File: src/status_regs.svh
// Constants of the status-reporting block: bit positions, masks and reset values.
// Assumes it is included by its bare name wherever these values are needed.
`ifndef STATUS_REGS_SVH
`define STATUS_REGS_SVH

// ----------------------------------------------------------------------------
// Status summary byte
// ----------------------------------------------------------------------------
`define STB_QSB_BIT 3
`define STB_MAV_BIT 4
`define STB_ESB_BIT 5
`define STB_RQS_BIT 6
`define STB_USED_MASK 8'h78
`define SRE_WRITE_MASK 8'hbf

// ----------------------------------------------------------------------------
// Standard event flags
// ----------------------------------------------------------------------------
`define ESR_OPC_BIT 0
`define ESR_QYE_BIT 2
`define ESR_DDE_BIT 3
`define ESR_EXE_BIT 4
`define ESR_CME_BIT 5
`define ESR_PON_BIT 7
`define ESR_USED_MASK 8'hbd

// ----------------------------------------------------------------------------
// Reset values
// ----------------------------------------------------------------------------
`define MASK_RESET 8'h00
`define ESR_RESET 8'h00
`define RSP_RESET 8'h00

`endif

File: src/status_pkg.sv
// Types shared by the status-reporting block and its user.
// Assumes the command parser hands over one decoded common command at a time.
package status_pkg;

    typedef enum logic [3:0] {
        op_clear_status,
        op_sre_write,
        op_sre_query,
        op_ese_write,
        op_ese_query,
        op_esr_query,
        op_stb_query,
        op_opc,
        op_ques_query
    } cmd_op_e;

    typedef struct packed {
        cmd_op_e op;
        logic [7:0] data;
    } cmd_s;

    typedef enum logic [1:0] {
        err_query,
        err_device,
        err_exec,
        err_command
    } err_class_e;

    typedef struct packed {
        logic push;
        logic from_queue_read;
        err_class_e cls;
    } errq_s;

    typedef struct packed {
        logic empty_read;
        logic line_before_read;
        logic buffers_full;
        logic self_test_fail;
        logic cal_fail;
        logic overload;
        logic exec_err;
        logic cmd_err;
    } evt_s;

endpackage : status_pkg

File: src/sticky_bits.sv
// Set-dominant sticky flag register.
// Assumes set and clear are synchronous one-cycle strobes on clk.
`timescale 1ns/1ns

module sticky_bits #(
    parameter int W = 8
) (
    // Clock and reset
    input wire logic clk,
    input wire logic rstn,
    // Control
    input wire logic [W-1:0] set,
    input wire logic clear,
    // State
    output logic [W-1:0] q
);

    // A flag raised in the same cycle as a clear survives it.
    logic [W-1:0] q_next;

    assign q_next = (clear ? '0 : q) | set;

    always_ff @(posedge clk) begin
        if (!rstn) begin
            q <= '0;
        end else begin
            q <= q_next;
        end
    end

endmodule : sticky_bits

File: src/gpib_status_reporting.sv
// Status byte, standard event register and service request of a bus-attached meter.
// Assumes decoded common commands, serial poll strobes and event pulses, all on clk.
`timescale 1ns/1ns
`include "status_regs.svh"

module gpib_status_reporting (
    // Clock and reset; reset stands for power-on
    input wire logic clk,
    input wire logic rstn,
    // Non-volatile power-on settings
    input wire logic psc_stored,
    input wire logic [7:0] saved_sre_mask,
    input wire logic [7:0] saved_ese_mask,
    // Decoded common commands
    input wire logic cmd_valid,
    input wire status_pkg::cmd_s cmd,
    input wire logic cmds_pending,
    output logic cmd_ready,
    // Query answers
    output logic rsp_valid,
    output logic [7:0] rsp_data,
    // Serial poll
    input wire logic spoll_req,
    output logic spoll_valid,
    output logic [7:0] spoll_data,
    // Device conditions
    input wire logic out_buf_nonempty,
    input wire status_pkg::evt_s evt,
    input wire status_pkg::errq_s errq,
    input wire logic [15:0] ques_event,
    input wire logic [15:0] ques_enable,
    // Status outputs
    output logic srq,
    output logic [7:0] status_byte
);

    // ------------------------------------------------------------------------
    // State
    // ------------------------------------------------------------------------
    typedef enum logic [1:0] {
        por_load,
        por_run
    } por_state_e;

    por_state_e por_reg;
    por_state_e por_next;
    logic [7:0] sre_reg;
    logic [7:0] sre_next;
    logic [7:0] ese_reg;
    logic [7:0] ese_next;
    logic rqs_reg;
    logic rqs_next;
    logic req_prev_reg;
    logic rsp_valid_reg;
    logic [7:0] rsp_data_reg;
    logic [7:0] rsp_data_next;
    logic spoll_valid_reg;
    logic [7:0] spoll_data_reg;
    logic [7:0] esr;

    // ------------------------------------------------------------------------
    // Command acceptance
    // ------------------------------------------------------------------------
    // Ordered commands wait for everything issued earlier to finish.
    wire ordered_op = (cmd.op == status_pkg::op_stb_query) || (cmd.op == status_pkg::op_opc);
    assign cmd_ready = !(ordered_op && cmds_pending);
    wire acc = cmd_valid && cmd_ready;
    wire acc_cls = acc && (cmd.op == status_pkg::op_clear_status);
    wire acc_esr_q = acc && (cmd.op == status_pkg::op_esr_query);
    wire acc_ques_q = acc && (cmd.op == status_pkg::op_ques_query);
    wire acc_stb_q = acc && (cmd.op == status_pkg::op_stb_query);
    wire acc_opc = acc && (cmd.op == status_pkg::op_opc);
    wire acc_sre_w = acc && (cmd.op == status_pkg::op_sre_write);
    wire acc_ese_w = acc && (cmd.op == status_pkg::op_ese_write);
    wire acc_query = acc && (cmd.op inside {status_pkg::op_sre_query, status_pkg::op_ese_query,
                                            status_pkg::op_esr_query, status_pkg::op_stb_query});

    // ------------------------------------------------------------------------
    // Standard event flags
    // ------------------------------------------------------------------------
    wire errq_new = errq.push && !errq.from_queue_read;
    wire set_qye = evt.empty_read || evt.line_before_read || evt.buffers_full
                   || (errq_new && errq.cls == status_pkg::err_query);
    wire set_dde = evt.self_test_fail || evt.cal_fail || evt.overload
                   || (errq_new && errq.cls == status_pkg::err_device);
    wire set_exe = evt.exec_err || (errq_new && errq.cls == status_pkg::err_exec);
    wire set_cme = evt.cmd_err || (errq_new && errq.cls == status_pkg::err_command);
    wire set_pon = (por_reg == por_load);
    wire [7:0] esr_set = {set_pon, 1'b0, set_cme, set_exe, set_dde, set_qye, 1'b0, acc_opc};
    wire esr_clear = acc_cls || acc_esr_q;

    // Only a read, clear-status or power-on reset empties the flags; reset commands never reach here.
    sticky_bits #(
        .W(8)
    ) esr_flags (
        .clk(clk),
        .rstn(rstn),
        .set(esr_set & `ESR_USED_MASK),
        .clear(esr_clear),
        .q(esr)
    );

    // ------------------------------------------------------------------------
    // Status summary byte
    // ------------------------------------------------------------------------
    wire qsb = |(ques_event & ques_enable);
    wire esb = |(esr & ese_reg & `ESR_USED_MASK);
    wire mav = out_buf_nonempty;
    wire [7:0] summary = {1'b0, 1'b0, esb, mav, qsb, 3'b000};
    assign status_byte = summary | ({7'h00, rqs_reg} << `STB_RQS_BIT);

    // ------------------------------------------------------------------------
    // Service request
    // ------------------------------------------------------------------------
    // Request follows the rise of the OR of all enabled summaries; bit 6 of the mask is not used.
    wire req_now = |(summary & sre_reg & `STB_USED_MASK);
    wire rqs_set = req_now && !req_prev_reg;
    wire rqs_by_esr = acc_esr_q && esb && sre_reg[`STB_ESB_BIT];
    wire rqs_by_ques = acc_ques_q && qsb && sre_reg[`STB_QSB_BIT];
    wire rqs_clear = spoll_req || rqs_by_esr || rqs_by_ques || acc_cls;
    assign rqs_next = rqs_set || (rqs_reg && !rqs_clear);
    assign srq = rqs_reg;

    // ------------------------------------------------------------------------
    // Enable masks and power-on handling
    // ------------------------------------------------------------------------
    wire por_clear = psc_stored;
    assign por_next = por_run;
    wire [7:0] sre_power_on = por_clear ? `MASK_RESET : (saved_sre_mask & `SRE_WRITE_MASK);
    assign sre_next = (por_reg == por_load) ? sre_power_on
                    : acc_sre_w ? (cmd.data & `SRE_WRITE_MASK) : sre_reg;
    assign ese_next = (por_reg == por_load) ? (por_clear ? `MASK_RESET : saved_ese_mask)
                    : acc_ese_w ? cmd.data : ese_reg;

    // ------------------------------------------------------------------------
    // Query answers
    // ------------------------------------------------------------------------
    // Answers carry plain binary; the formatter turns them into decimal text.
    always_comb begin
        case (cmd.op)
            status_pkg::op_sre_query: rsp_data_next = sre_reg;
            status_pkg::op_ese_query: rsp_data_next = ese_reg;
            status_pkg::op_esr_query: rsp_data_next = esr;
            status_pkg::op_stb_query: rsp_data_next = status_byte;
            default: rsp_data_next = `RSP_RESET;
        endcase
    end

    assign rsp_valid = rsp_valid_reg;
    assign rsp_data = rsp_data_reg;
    assign spoll_valid = spoll_valid_reg;
    assign spoll_data = spoll_data_reg;

    // ------------------------------------------------------------------------
    // Registers
    // ------------------------------------------------------------------------
    always_ff @(posedge clk) begin
        if (!rstn) begin
            por_reg <= por_load;
            sre_reg <= `MASK_RESET;
            ese_reg <= `MASK_RESET;
        end else begin
            case (por_reg)
                por_load: por_reg <= por_next;
                por_run: por_reg <= por_run;
                default: por_reg <= por_run;
            endcase
            sre_reg <= sre_next;
            ese_reg <= ese_next;
        end
    end

    always_ff @(posedge clk) begin
        if (!rstn) begin
            rqs_reg <= 1'b0;
            req_prev_reg <= 1'b0;
        end else begin
            rqs_reg <= rqs_next;
            req_prev_reg <= req_now;
        end
    end

    // A serial poll samples the byte and clears the request bit; measurements never wait on it.
    always_ff @(posedge clk) begin
        if (!rstn) begin
            rsp_valid_reg <= 1'b0;
            rsp_data_reg <= `RSP_RESET;
            spoll_valid_reg <= 1'b0;
            spoll_data_reg <= `RSP_RESET;
        end else begin
            rsp_valid_reg <= acc_query;
            rsp_data_reg <= acc_query ? rsp_data_next : rsp_data_reg;
            spoll_valid_reg <= spoll_req;
            spoll_data_reg <= spoll_req ? status_byte : spoll_data_reg;
        end
    end

    // ------------------------------------------------------------------------
    // Assertions
    // ------------------------------------------------------------------------
    mav_follow_a: assert property (@(posedge clk) disable iff (!rstn)
        status_byte[`STB_MAV_BIT] == out_buf_nonempty)
        else $error("message available does not follow output buffer");

    qsb_summary_a: assert property (@(posedge clk) disable iff (!rstn)
        status_byte[`STB_QSB_BIT] == |(ques_event & ques_enable))
        else $error("questionable summary wrong");

    esb_summary_a: assert property (@(posedge clk) disable iff (!rstn)
        status_byte[`STB_ESB_BIT] == |(esr & ese_reg))
        else $error("standard event summary wrong");

    srq_raise_a: assert property (@(posedge clk) disable iff (!rstn)
        $rose(req_now) |=> srq)
        else $error("service request not raised");

    spoll_clear_a: assert property (@(posedge clk) disable iff (!rstn)
        spoll_req && !rqs_set |=> !srq && spoll_valid && spoll_data == $past(status_byte))
        else $error("serial poll answer or clear wrong");

    stb_query_a: assert property (@(posedge clk) disable iff (!rstn)
        acc_stb_q && srq && !spoll_req && !acc_cls |=> srq && rsp_valid
        && rsp_data == $past(status_byte))
        else $error("status byte query changed bit 6 or answered wrongly");

    ordered_wait_a: assert property (@(posedge clk) disable iff (!rstn)
        cmd_valid && ordered_op && cmds_pending |-> !cmd_ready)
        else $error("ordered command taken while earlier commands pending");

    esr_clear_a: assert property (@(posedge clk) disable iff (!rstn)
        esr_clear |=> esr == ($past(esr_set) & `ESR_USED_MASK))
        else $error("event register not cleared");

    unused_zero_a: assert property (@(posedge clk) disable iff (!rstn)
        (status_byte & ~`STB_USED_MASK) == 8'h00 && (esr & ~`ESR_USED_MASK) == 8'h00)
        else $error("unused bit set");

    power_on_a: assert property (@(posedge clk) disable iff (!rstn)
        $rose(rstn) |=> esr[`ESR_PON_BIT]
        && (!$past(psc_stored) || (sre_reg == 8'h00 && ese_reg == 8'h00)))
        else $error("power-on handling wrong");

    opc_set_a: assert property (@(posedge clk) disable iff (!rstn)
        acc_opc |=> esr[`ESR_OPC_BIT])
        else $error("operation complete not flagged");

    // The checks below, up to ese_zero_a, pin down the clearing side of flags and masks, which the
    // summary checks above would not notice if a clear were lost or spurious.
    rqs_by_read_a: assert property (@(posedge clk) disable iff (!rstn)
        acc_esr_q && status_byte[`STB_ESB_BIT] && sre_reg[`STB_ESB_BIT] && !rqs_set |=> !srq)
        else $error("request service not cleared by event register read");

    cls_clear_a: assert property (@(posedge clk) disable iff (!rstn)
        acc_cls && !rqs_set |=> !srq && (esr & ~$past(esr_set)) == 8'h00)
        else $error("clear status left a bit set");

    esr_latch_a: assert property (@(posedge clk) disable iff (!rstn)
        !esr_clear |=> (esr & $past(esr)) == $past(esr))
        else $error("event flag dropped without a read or clear");

    sre_zero_a: assert property (@(posedge clk) disable iff (!rstn)
        acc_sre_w && cmd.data == 8'h00 && por_reg == por_run |=> sre_reg == 8'h00)
        else $error("writing zero did not clear the service request mask");

    ese_zero_a: assert property (@(posedge clk) disable iff (!rstn)
        acc_ese_w && cmd.data == 8'h00 && por_reg == por_run |=> ese_reg == 8'h00)
        else $error("writing zero did not clear the event mask");

    err_class_a: assert property (@(posedge clk) disable iff (!rstn)
        errq_new && errq.cls == status_pkg::err_exec |=> esr[`ESR_EXE_BIT])
        else $error("queued execution error not flagged");

    spoll_srq_c: cover property (@(posedge clk) disable iff (!rstn) srq ##1 spoll_req);
    esr_read_c: cover property (@(posedge clk) disable iff (!rstn) acc_esr_q && esb);
    stb_wait_c: cover property (@(posedge clk) disable iff (!rstn)
        cmd_valid && !cmd_ready ##1 acc_stb_q);
    pon_mask_c: cover property (@(posedge clk) disable iff (!rstn)
        $rose(rstn) ##2 sre_reg != 8'h00);

endmodule : gpib_status_reporting

File: config.mk
export PLATFORM = sky130hd
export DESIGN_NAME = gpib_status_reporting
export DESIGN_NICKNAME = d
export VERILOG_FILES = /design/src/status_pkg.sv /design/src/sticky_bits.sv /design/src/gpib_status_reporting.sv
export VERILOG_INCLUDE_DIRS = /design/src
export SDC_FILE = /design/constraint.sdc
export NUM_CORES = 1
export LEC_CHECK = 0
export BUFFER_PORTS_ARGS = -buffer_cell sky130_fd_sc_hd__buf_2
export CORE_MARGIN = 8
export CORE_UTILIZATION = 41
export DETAILED_ROUTE_END_ITERATION = 7
export GPL_ROUTABILITY_DRIVEN = 0
export PLACE_DENSITY = 0.76
export SYNTH_ARGS = -nofsm -noshare
export SYNTH_HDL_FRONTEND = slang
export SYNTH_SLANG_ARGS = --single-unit
File: constraint.sdc
create_clock -name clk -period 1.59 [get_ports clk]
set_input_delay 0.0795 -clock clk [delete_from_list [all_inputs] [get_ports clk]]
set_output_delay 0.0795 -clock clk [all_outputs]
set_load 0.05 [all_outputs]
=== Yosys cells after proc, flatten, opt, wreduce, memory -nomap -nowiden ===
Cells that the tools add are included.

* Register bits after elaboration: 45
* Input port bits: 79
* Word-level logic and storage cells: 82

* Muxes and demuxes: 9
* Eq/ne operators: 11
* Bitwise operators: 5
* Reductions and logical operators: 47

{| class="wikitable"
|+ Operators with widths
! cell !! count
|-
| two-way mux 8 bit || 7
|-
| one-hot mux 8 bit (4 select lines) || 1
|-
| logical AND 1 bit || 20
|-
| AND 16 bit || 1
|-
| equality test 4 x 3 -> 1 bit, second input constant || 4
|-
| OR reduction 16 bit || 1
|-
| logical OR 1 bit || 14
|-
| AND 8 bit || 1
|-
| equality test 4 x 2 -> 1 bit, second input constant || 2
|-
| bitwise OR 8 bit || 1
|-
| AND 6 x 7 -> 7 bit || 1
|-
| bitwise OR 6 x 7 -> 7 bit || 1
|-
| OR reduction 6 bit || 1
|-
| equality test 2 bit, second input constant || 2
|-
| equality test 4 x 1 -> 1 bit, second input constant || 1
|-
| equality test 4 bit, second input constant || 1
|-
| zero test 1 bit || 4
|-
| zero test 2 bit || 2
|-
| zero test 4 bit || 1
|-
| nonzero test 2 bit || 2
|-
| nonzero test 4 bit || 1
|-
| OR reduction 4 bit || 1
|-
| equality test 2 x 1 -> 1 bit, second input constant || 1
|-
| two-way mux 1 bit || 1
|}

=== Logic depth before layout (Yosys ltp) ===
Gate-level depths: netlist (run 1).

* Word-level depth: 14
* Depth in mapped cells: 7
* Gate-level depth less buffers: 5

=== Hierarchy ===
From an unflattened synthesis (run 1), not the netlist that was laid out.

* Cells, all modules: 240
* Area, all modules: 2175.8 um2

{| class="wikitable"
|+ Modules (own cells, without submodules)
! module !! cells each !! area an instance (um2) !! instances
|-
| gpib_status_reporting || 215 || 1900.6 || 1
|-
| sticky_bits || 25 || 275.3 || 1
|}

=== Worst setup path before layout (run 1) ===
Ideal clock, no wire load.

* Path kind: register -> register
* Start point: reg rqs_reg, in the netlist srq
* End point: reg rqs_reg, in the netlist srq
* Buffers on the path: 0
* Data required time: 1512 ps
* Stages on the path, launching flop included: 6
* Clock period less this slack: 1500 ps
* Setup slack: 90 ps
* Data arrival time: 1422 ps
* Setup time: 78 ps
* Cells stage by stage: dfxtp_1 nor2b_1 o311ai_2 a41oi_1 a211oi_2 nor3_1

* Word-level cells in the longest chain between the ends: 2

{| class="wikitable"
|+ Ends and longest elaborated chain
! element !! RTL line !! RTL
|-
| start: declaration || gpib_status_reporting.sv:51 || <nowiki>logic rqs_reg;</nowiki>
|-
| start signal: assignment || gpib_status_reporting.sv:178 || <nowiki>rqs_reg <= rqs_next;</nowiki>
|-
| logical AND 1 bit || gpib_status_reporting.sv:121 || <nowiki>assign rqs_next = rqs_set || (rqs_reg && !rqs_clear);</nowiki>
|-
| logical OR 1 bit || gpib_status_reporting.sv:121 ||
|}

Every way passes these cells.
A chain may end at the register's enable or synchronous reset.

=== Final worst setup path (run 1) ===
* Start point: reg esr_flags.q[2]
* End point: reg rqs_reg, in the netlist srq

* Word-level cells in the longest chain between the ends: 10
* Elaborated cells between the ends (all ways): 13
* Those cells by class: bitwise (2); reduce/logical (11)

{| class="wikitable"
|+ Ends and longest elaborated chain
! element !! RTL line !! RTL
|-
| start: declaration || sticky_bits.sv:15 || <nowiki>output logic [W-1:0] q</nowiki>
|-
| start signal: assignment || sticky_bits.sv:27 || <nowiki>q <= q_next;</nowiki>
|-
| AND 8 bit * || gpib_status_reporting.sv:107 || <nowiki>wire esb = |(esr & ese_reg & `ESR_USED_MASK);</nowiki>
|-
| OR reduction 6 bit * || gpib_status_reporting.sv:107 ||
|-
| logical AND 1 bit (2 in series) || gpib_status_reporting.sv:118 || <nowiki>wire rqs_by_esr = acc_esr_q && esb && sre_reg[`STB_ESB_BIT];</nowiki>
|-
| logical OR 1 bit (3 in series) || gpib_status_reporting.sv:120 || <nowiki>wire rqs_clear = spoll_req || rqs_by_esr || rqs_by_ques || acc_cls;</nowiki>
|-
| zero test 1 bit || gpib_status_reporting.sv:121 ||
|-
| logical AND 1 bit || gpib_status_reporting.sv:121 ||
|-
| logical OR 1 bit * || gpib_status_reporting.sv:121 ||
|}

Mark *: on every way between the ends. The rest lies on a longest branch, timed or not.

==> flow_summary.ini, run 1 <==
[synth]
synth_cells = 215
yosys_most_used_dff = dfxtp_1
yosysSeqAreaShare_pct = 37.3
yosys_warnings = 0
synth_compound_area_share_pct = 33.6
netlist.area_leader.share_pct = 37.3
synth_cell_types = 47
yosysMostFrequentCell = dfxtp_1
avgSynthCellArea_um2 = 9.50
synthArstFlopShare_pct = 0
yosys.area_share.xor_xnor_pct = 0.429
synth_top_family_by_area = compound AO/OA/AOI/OAI gates
synthesis.area_mm2 = 0.00204
synthTopCellsByCount = 38 x dfxtp_1, 28 x nand2_1, 22 x o211a_1
ys_ff_latch = 38
synth_edf_count = 0
synth_fa_ha_area_share_pct = 0
synth.area.mux_share_pct = 1.96
netlist_top_cells_area = dfxtp_1 37%, o211a_1 11%, a22oi_1 7.7%
yosys.area_share.simple_pct = 17.8
yosysTopAreaCell = dfxtp_1

[die]
die_w_um = 86.6
start_util_pct = 42.9
pin_count = 107
die_height_um = 86.6
rows = 25
fp.dieArea_mm2 = 0.00749
core_mm2 = 0.00475

[routing]
vias = 1989
routed_wl_um = 5680
dr.pass1.iters = 4
drc = 0
drtAntennaViolNets = 0
wire_per_inst_um = 15.4
first_iter_violations = 112
routed_via_density = 5.38

[timing]
worst_pin_slew_ns = 0.508
fin_crit_ns = 1.44
hold_slack_ns = 0.0503
slew-limit-headroom_pct = 66.1
setup_viol = 0
tns_ns = 0
max_freq_ghz = 0.694
hold_viol = 0
finalCritPeriodShare_pct = 90.7
clock_skew_ns = 0.00306
final_max_slew_viol_count = 0
rsz0062_at_grt = no

[worst_setup_path]
critical_path_class = flop to flop
crit_fanout = 4
max_stage_delay_ns = 0.33
cp.arrival_ns = 1.65
critPathLaunchType = flop
crit_path_top_delay_cell = dfxtp_1
r2r_slack_ns = 0.15
end_kind = flop
cp.required_ns = 1.80
path_cells = a22oi_1 -> nand3_1 -> a41oi_1 -> a211oi_2 -> nor3_1
path_delay_family = compound AO/OA/AOI/OAI gates
path_buf_inv = 0

[layout]
n_antenna_cell = 0
drive_gt1_share_pct = 39.6
layout.nets = 383
utilization_pct = 54.6
syn_to_final_growth_pct = 27.0

[grt]
grt_start_max_net_pins = 32
grt_pass1_vias = 1940
overflow = 0
antenna_found_initial = 0
grt_pass1_wl_um = 9000
grtUsageTotal_pct = 14.9

[clock_tree]
htree_levels = 2
cts_root_buf = clkbuf_8
cts_made_buffers = 5
cts_tree = built
hold_buffers = 0
clk-insertion-delay-late_ns = 0.29
clkTransAtPathRegs_ns = 0.07
cts_sinks = 38
clockBufferDepth = 2

[pwr]
intPower_uw = 1560
leakage_uw = 0.00137
p_comb_share_pct = 24.0
pwr-share-clk_pct = 28.6
power.density_mw_per_mm2 = 866
swShare_pct = 30.7
max-vdd-ir-drop_mv = 0.575
switchingPower_uw = 689
sequentialPowerShare_pct = 47.4

[worst_hold_path]
hold_class = input port to flop

[run]
drv_cap = 0

[run_status]
status = finished clean

[place]
hpwl_um = 4560
io_buffers = 97
## worst register-to-register path: stages (launching register included)
cell      delay, ns
dfxtp_1        0.33
a22oi_1        0.26
nand3_1        0.20
a41oi_1        0.33
a211oi_2       0.07
nor3_1         0.18
## path summary, 6_finish.rpt
check / from / to / depth (start not counted)
worst max register to register: esr_flags.q[2] / srq / 5
worst max-delay path: esr_flags.q[2] / srq / 5
worst min register to register: spoll_data[3] / spoll_data[3] / 2
worst min-delay path: evt[1] / esr_flags.q[4] / 3
## placed cells by master (no fill, tap or decap), types with 2 or more instances in the layout
cell      instances
a21boi_0          5
a21oi_1           2
a221oi_1          4
a222oi_1          5
a22o_1            5
a22oi_1          21
a31oi_1           3
and2_1            2
buf_2            97
buf_4             6
clkbuf_8          6
conb_1            8
dfxtp_1          38
mux2i_1           4
nand2_1          28
nand2b_1          5
nand4_1           2
nor2_1            3
nor2_2            2
nor2b_1           7
nor3_1            2
nor4_1            2
o211a_1          22
o21ai_0           2
## layout make-up
type                    count  area, um2
repair buffers            103        531
inverters                   1       3.75
multi-input cells         155       1130
flip-flops and latches     38        761
clock buffers               6       82.6
well taps                  67       83.8
fillers                   467       2160
## power groups by stage
stage | combinational, uW | sequential (uW) | clock [uW]
global route | 586 | 1070 | 691
CTS | 543 | 1060 | 656
finish | 539 | 1060 | 642
floorplan | 325 | 1140 | 0
global placement | 534 | 1080 | 0
detailed placement | 542 | 1080 | 0
## layer usage
| layer | wire length, um | vias up | global-route usage (%) |
|---|---|---|---|
| li1 | - | 983 | - |
| met1 | 2230 | 919 | 16.4 |
| met2 | 2730 | 80 | 25.3 |
| met3 | 649 | 7 | 5.77 |
| met4 | 75 | 0 | 5.63 |
| met5 | 0 | - | 0 |
## metrics by stage
step / setup WS [ns] / power [uW] / cell area, um2 / std cells
2_1_floorplan: 0.0904 / 1470 / 2070 / 222
3_3_place_gp: 0.120 / 1620 / 2510 / 364
3_5_place_dp: 0.0681 / 1630 / 2510 / 364
4_1_cts: 0.0554 / 2260 / 2590 / 370
5_1_grt: 0.0382 / 2350 / 2590 / 370
6_report: 0.148 / 2250 / 2590 / 370
## what timing repair did
action,in CTS,in global routing
resized for setup,0,1
setup buffers,0,0
endpoints found under the setup margin,0,15
## kinds of logic after synthesis
kind of cell / count (synthesis)
AO/OA/AOI/OAI: 78
AND/OR/NAND/NOR: 64
flip-flops: 38
buffers and inverters: 29
multiplexers: 4
XOR/XNOR: 1
other: 1
Note: power is estimated with default switching activity, not from simulation.
==> run 2: changes to the inputs <==
Settings changed: CTS_BUF_LIST set to sky130_fd_sc_hd__clkbuf_4.
==> flow_summary.ini, run 2 (synthesis results as in run 1) <==
[worst_setup_path]
r2r_slack_ns = 0.12
cp.arrival_ns = 1.43
reg2reg_depth = 5
path_cells = a22oi_1 -> nand3_1 -> buf_2
crit_fanout = 4
cp.required_ns = 1.51
crit_path_top_delay_cell = dfxtp_1
path_buf_inv = 1
max_stage_delay_ns = 0.36
reg2reg_to = srq
path_delay_family = flip-flops
critPathLaunchType = flop
end_kind = output port
critical_path_class = flop to output port
timing.rr.start = esr_flags.q[7]

[pwr]
power.density_mw_per_mm2 = 796
max-vdd-ir-drop_mv = 0.494
leakage_uw = 0.00135

[run]
drv_cap = 0

[die]
die_height_um = 86.6
pin_count = 107
core_mm2 = 0.00475
rows = 25
start_util_pct = 42.9
fp.dieArea_mm2 = 0.00749
die_w_um = 86.6

[routing]
wire_per_inst_um = 15.5
dr.pass1.iters = 5
vias = 2007
routed_via_density = 5.41
drtAntennaViolNets = 0
drc = 0
first_iter_violations = 93
routed_wl_um = 5750

[clock_tree]
htree_levels = 2
cts_root_buf = clkbuf_4
cts_sinks = 38
clockBufferDepth = 2
clk-insertion-delay-late_ns = 0.33
cts_made_buffers = 5
cts_tree = built
postCtsSetupRepairBufs = 0
clkTransAtPathRegs_ns = 0.10

[place]
dp_slack_ns = 0.0681
hpwl_um = 4560
placed_cells = 364
placed_area_mm2 = 0.00251
io_buffers = 97

[layout]
layout.nets = 384
n_antenna_cell = 0
stdcell_area_mm2 = 0.00256
stdcell_count = 371
most-common-layout-cells = 97 x buf_2, 38 x dfxtp_1, 28 x nand2_1
drive_gt1_share_pct = 39.1
final_common_cell = buf_2
syn_to_final_growth_pct = 25.5

[worst_hold_path]
hold_class = input port to flop
min_from = evt[0]
min_path_cells = 3
hold_path_end = esr_flags.q[5]

[timing]
slew-limit-headroom_pct = 66.0
tns_ns = 0
worst_pin_slew_ns = 0.509
worst_slack_ns = 0.0827
setup_viol = 0
fin_crit_ns = 1.51
finalCritPeriodShare_pct = 94.8
rsz0062_at_grt = no
max_freq_ghz = 0.663
clock_skew_ns = 0.00621
hold_viol = 0
final_max_slew_viol_count = 0

[grt]
grtUsageTotal_pct = 14.8
grt_start_max_net_pins = 32
overflow = 0
antenna_found_initial = 0
grt_pass1_wl_um = 9040
grt_pass1_vias = 1949

[run_status]
status = finished clean
==> run 2: metrics by stage <==
| stage | utilization, % | power, uW | hold WS, ns |
|---|---|---|---|
| floorplan | - | 1470 | 0.107 |
| global placement | 52.8 | 1620 | 0.314 |
| detailed placement | 52.8 | 1630 | 0.333 |
| CTS | 53.8 | 2060 | 0.0172 |
| global route | 53.9 | 2150 | 0.0293 |
| finish | 53.9 | 2040 | 0.0279 |
==> run 2: area by class of cell <==
class / count / area (um2)
clock buffer: 5 / 37.5
tap: 67 / 83.8
clock inverter: 1 / 3.75
sequential: 38 / 761
fill: 470 / 2190
multi-input combinational: 155 / 1130
inverter: 1 / 3.75
timing repair buffer: 104 / 541
==> run 2: timing repair <==
action,in CTS,in global routing
endpoints found under the hold margin,1,0
hold buffers,1,0
gates resized for setup,0,1
endpoints found under the setup margin,0,15
==> run 2: power breakdown <==
group          internal [uW]  switching (uW)
Sequential              1010            49.2
Combinational            208             334
Clock                    151             284
==> run 2: worst min-delay path, stage by stage <==
cell	delay, ns
buf_2	0.08
a31oi_1	0.03
a21boi_0	0.13
==> run 2: how the worst max path moves through the flow <==
stage,startpoint,end,slack (ns),cells after the start
6_report,esr_flags.q[7],status_byte[5],0.08,3
5_1_grt,esr_flags.q[2],srq,0.03,5
4_1_cts,por_reg[0],ese_reg[6],0.05,4
3_5_place_dp,ques_event[1],srq,0.07,6
3_3_place_gp,ques_event[1],srq,0.12,6
2_1_floorplan,srq,srq,0.09,5
==> run 2: metal layers <==
layer  track usage [%]  wire length (um)  vias to the layer above  part of all wire (%)
met3              6.71               671                        6                    12
met2              25.4              2810                       84                    49
met4              3.91                38                        0                  0.66
met5                 0                 0                        -                     0
li1                  -                 -                      982                     -
met1              16.0              2230                      935                    39
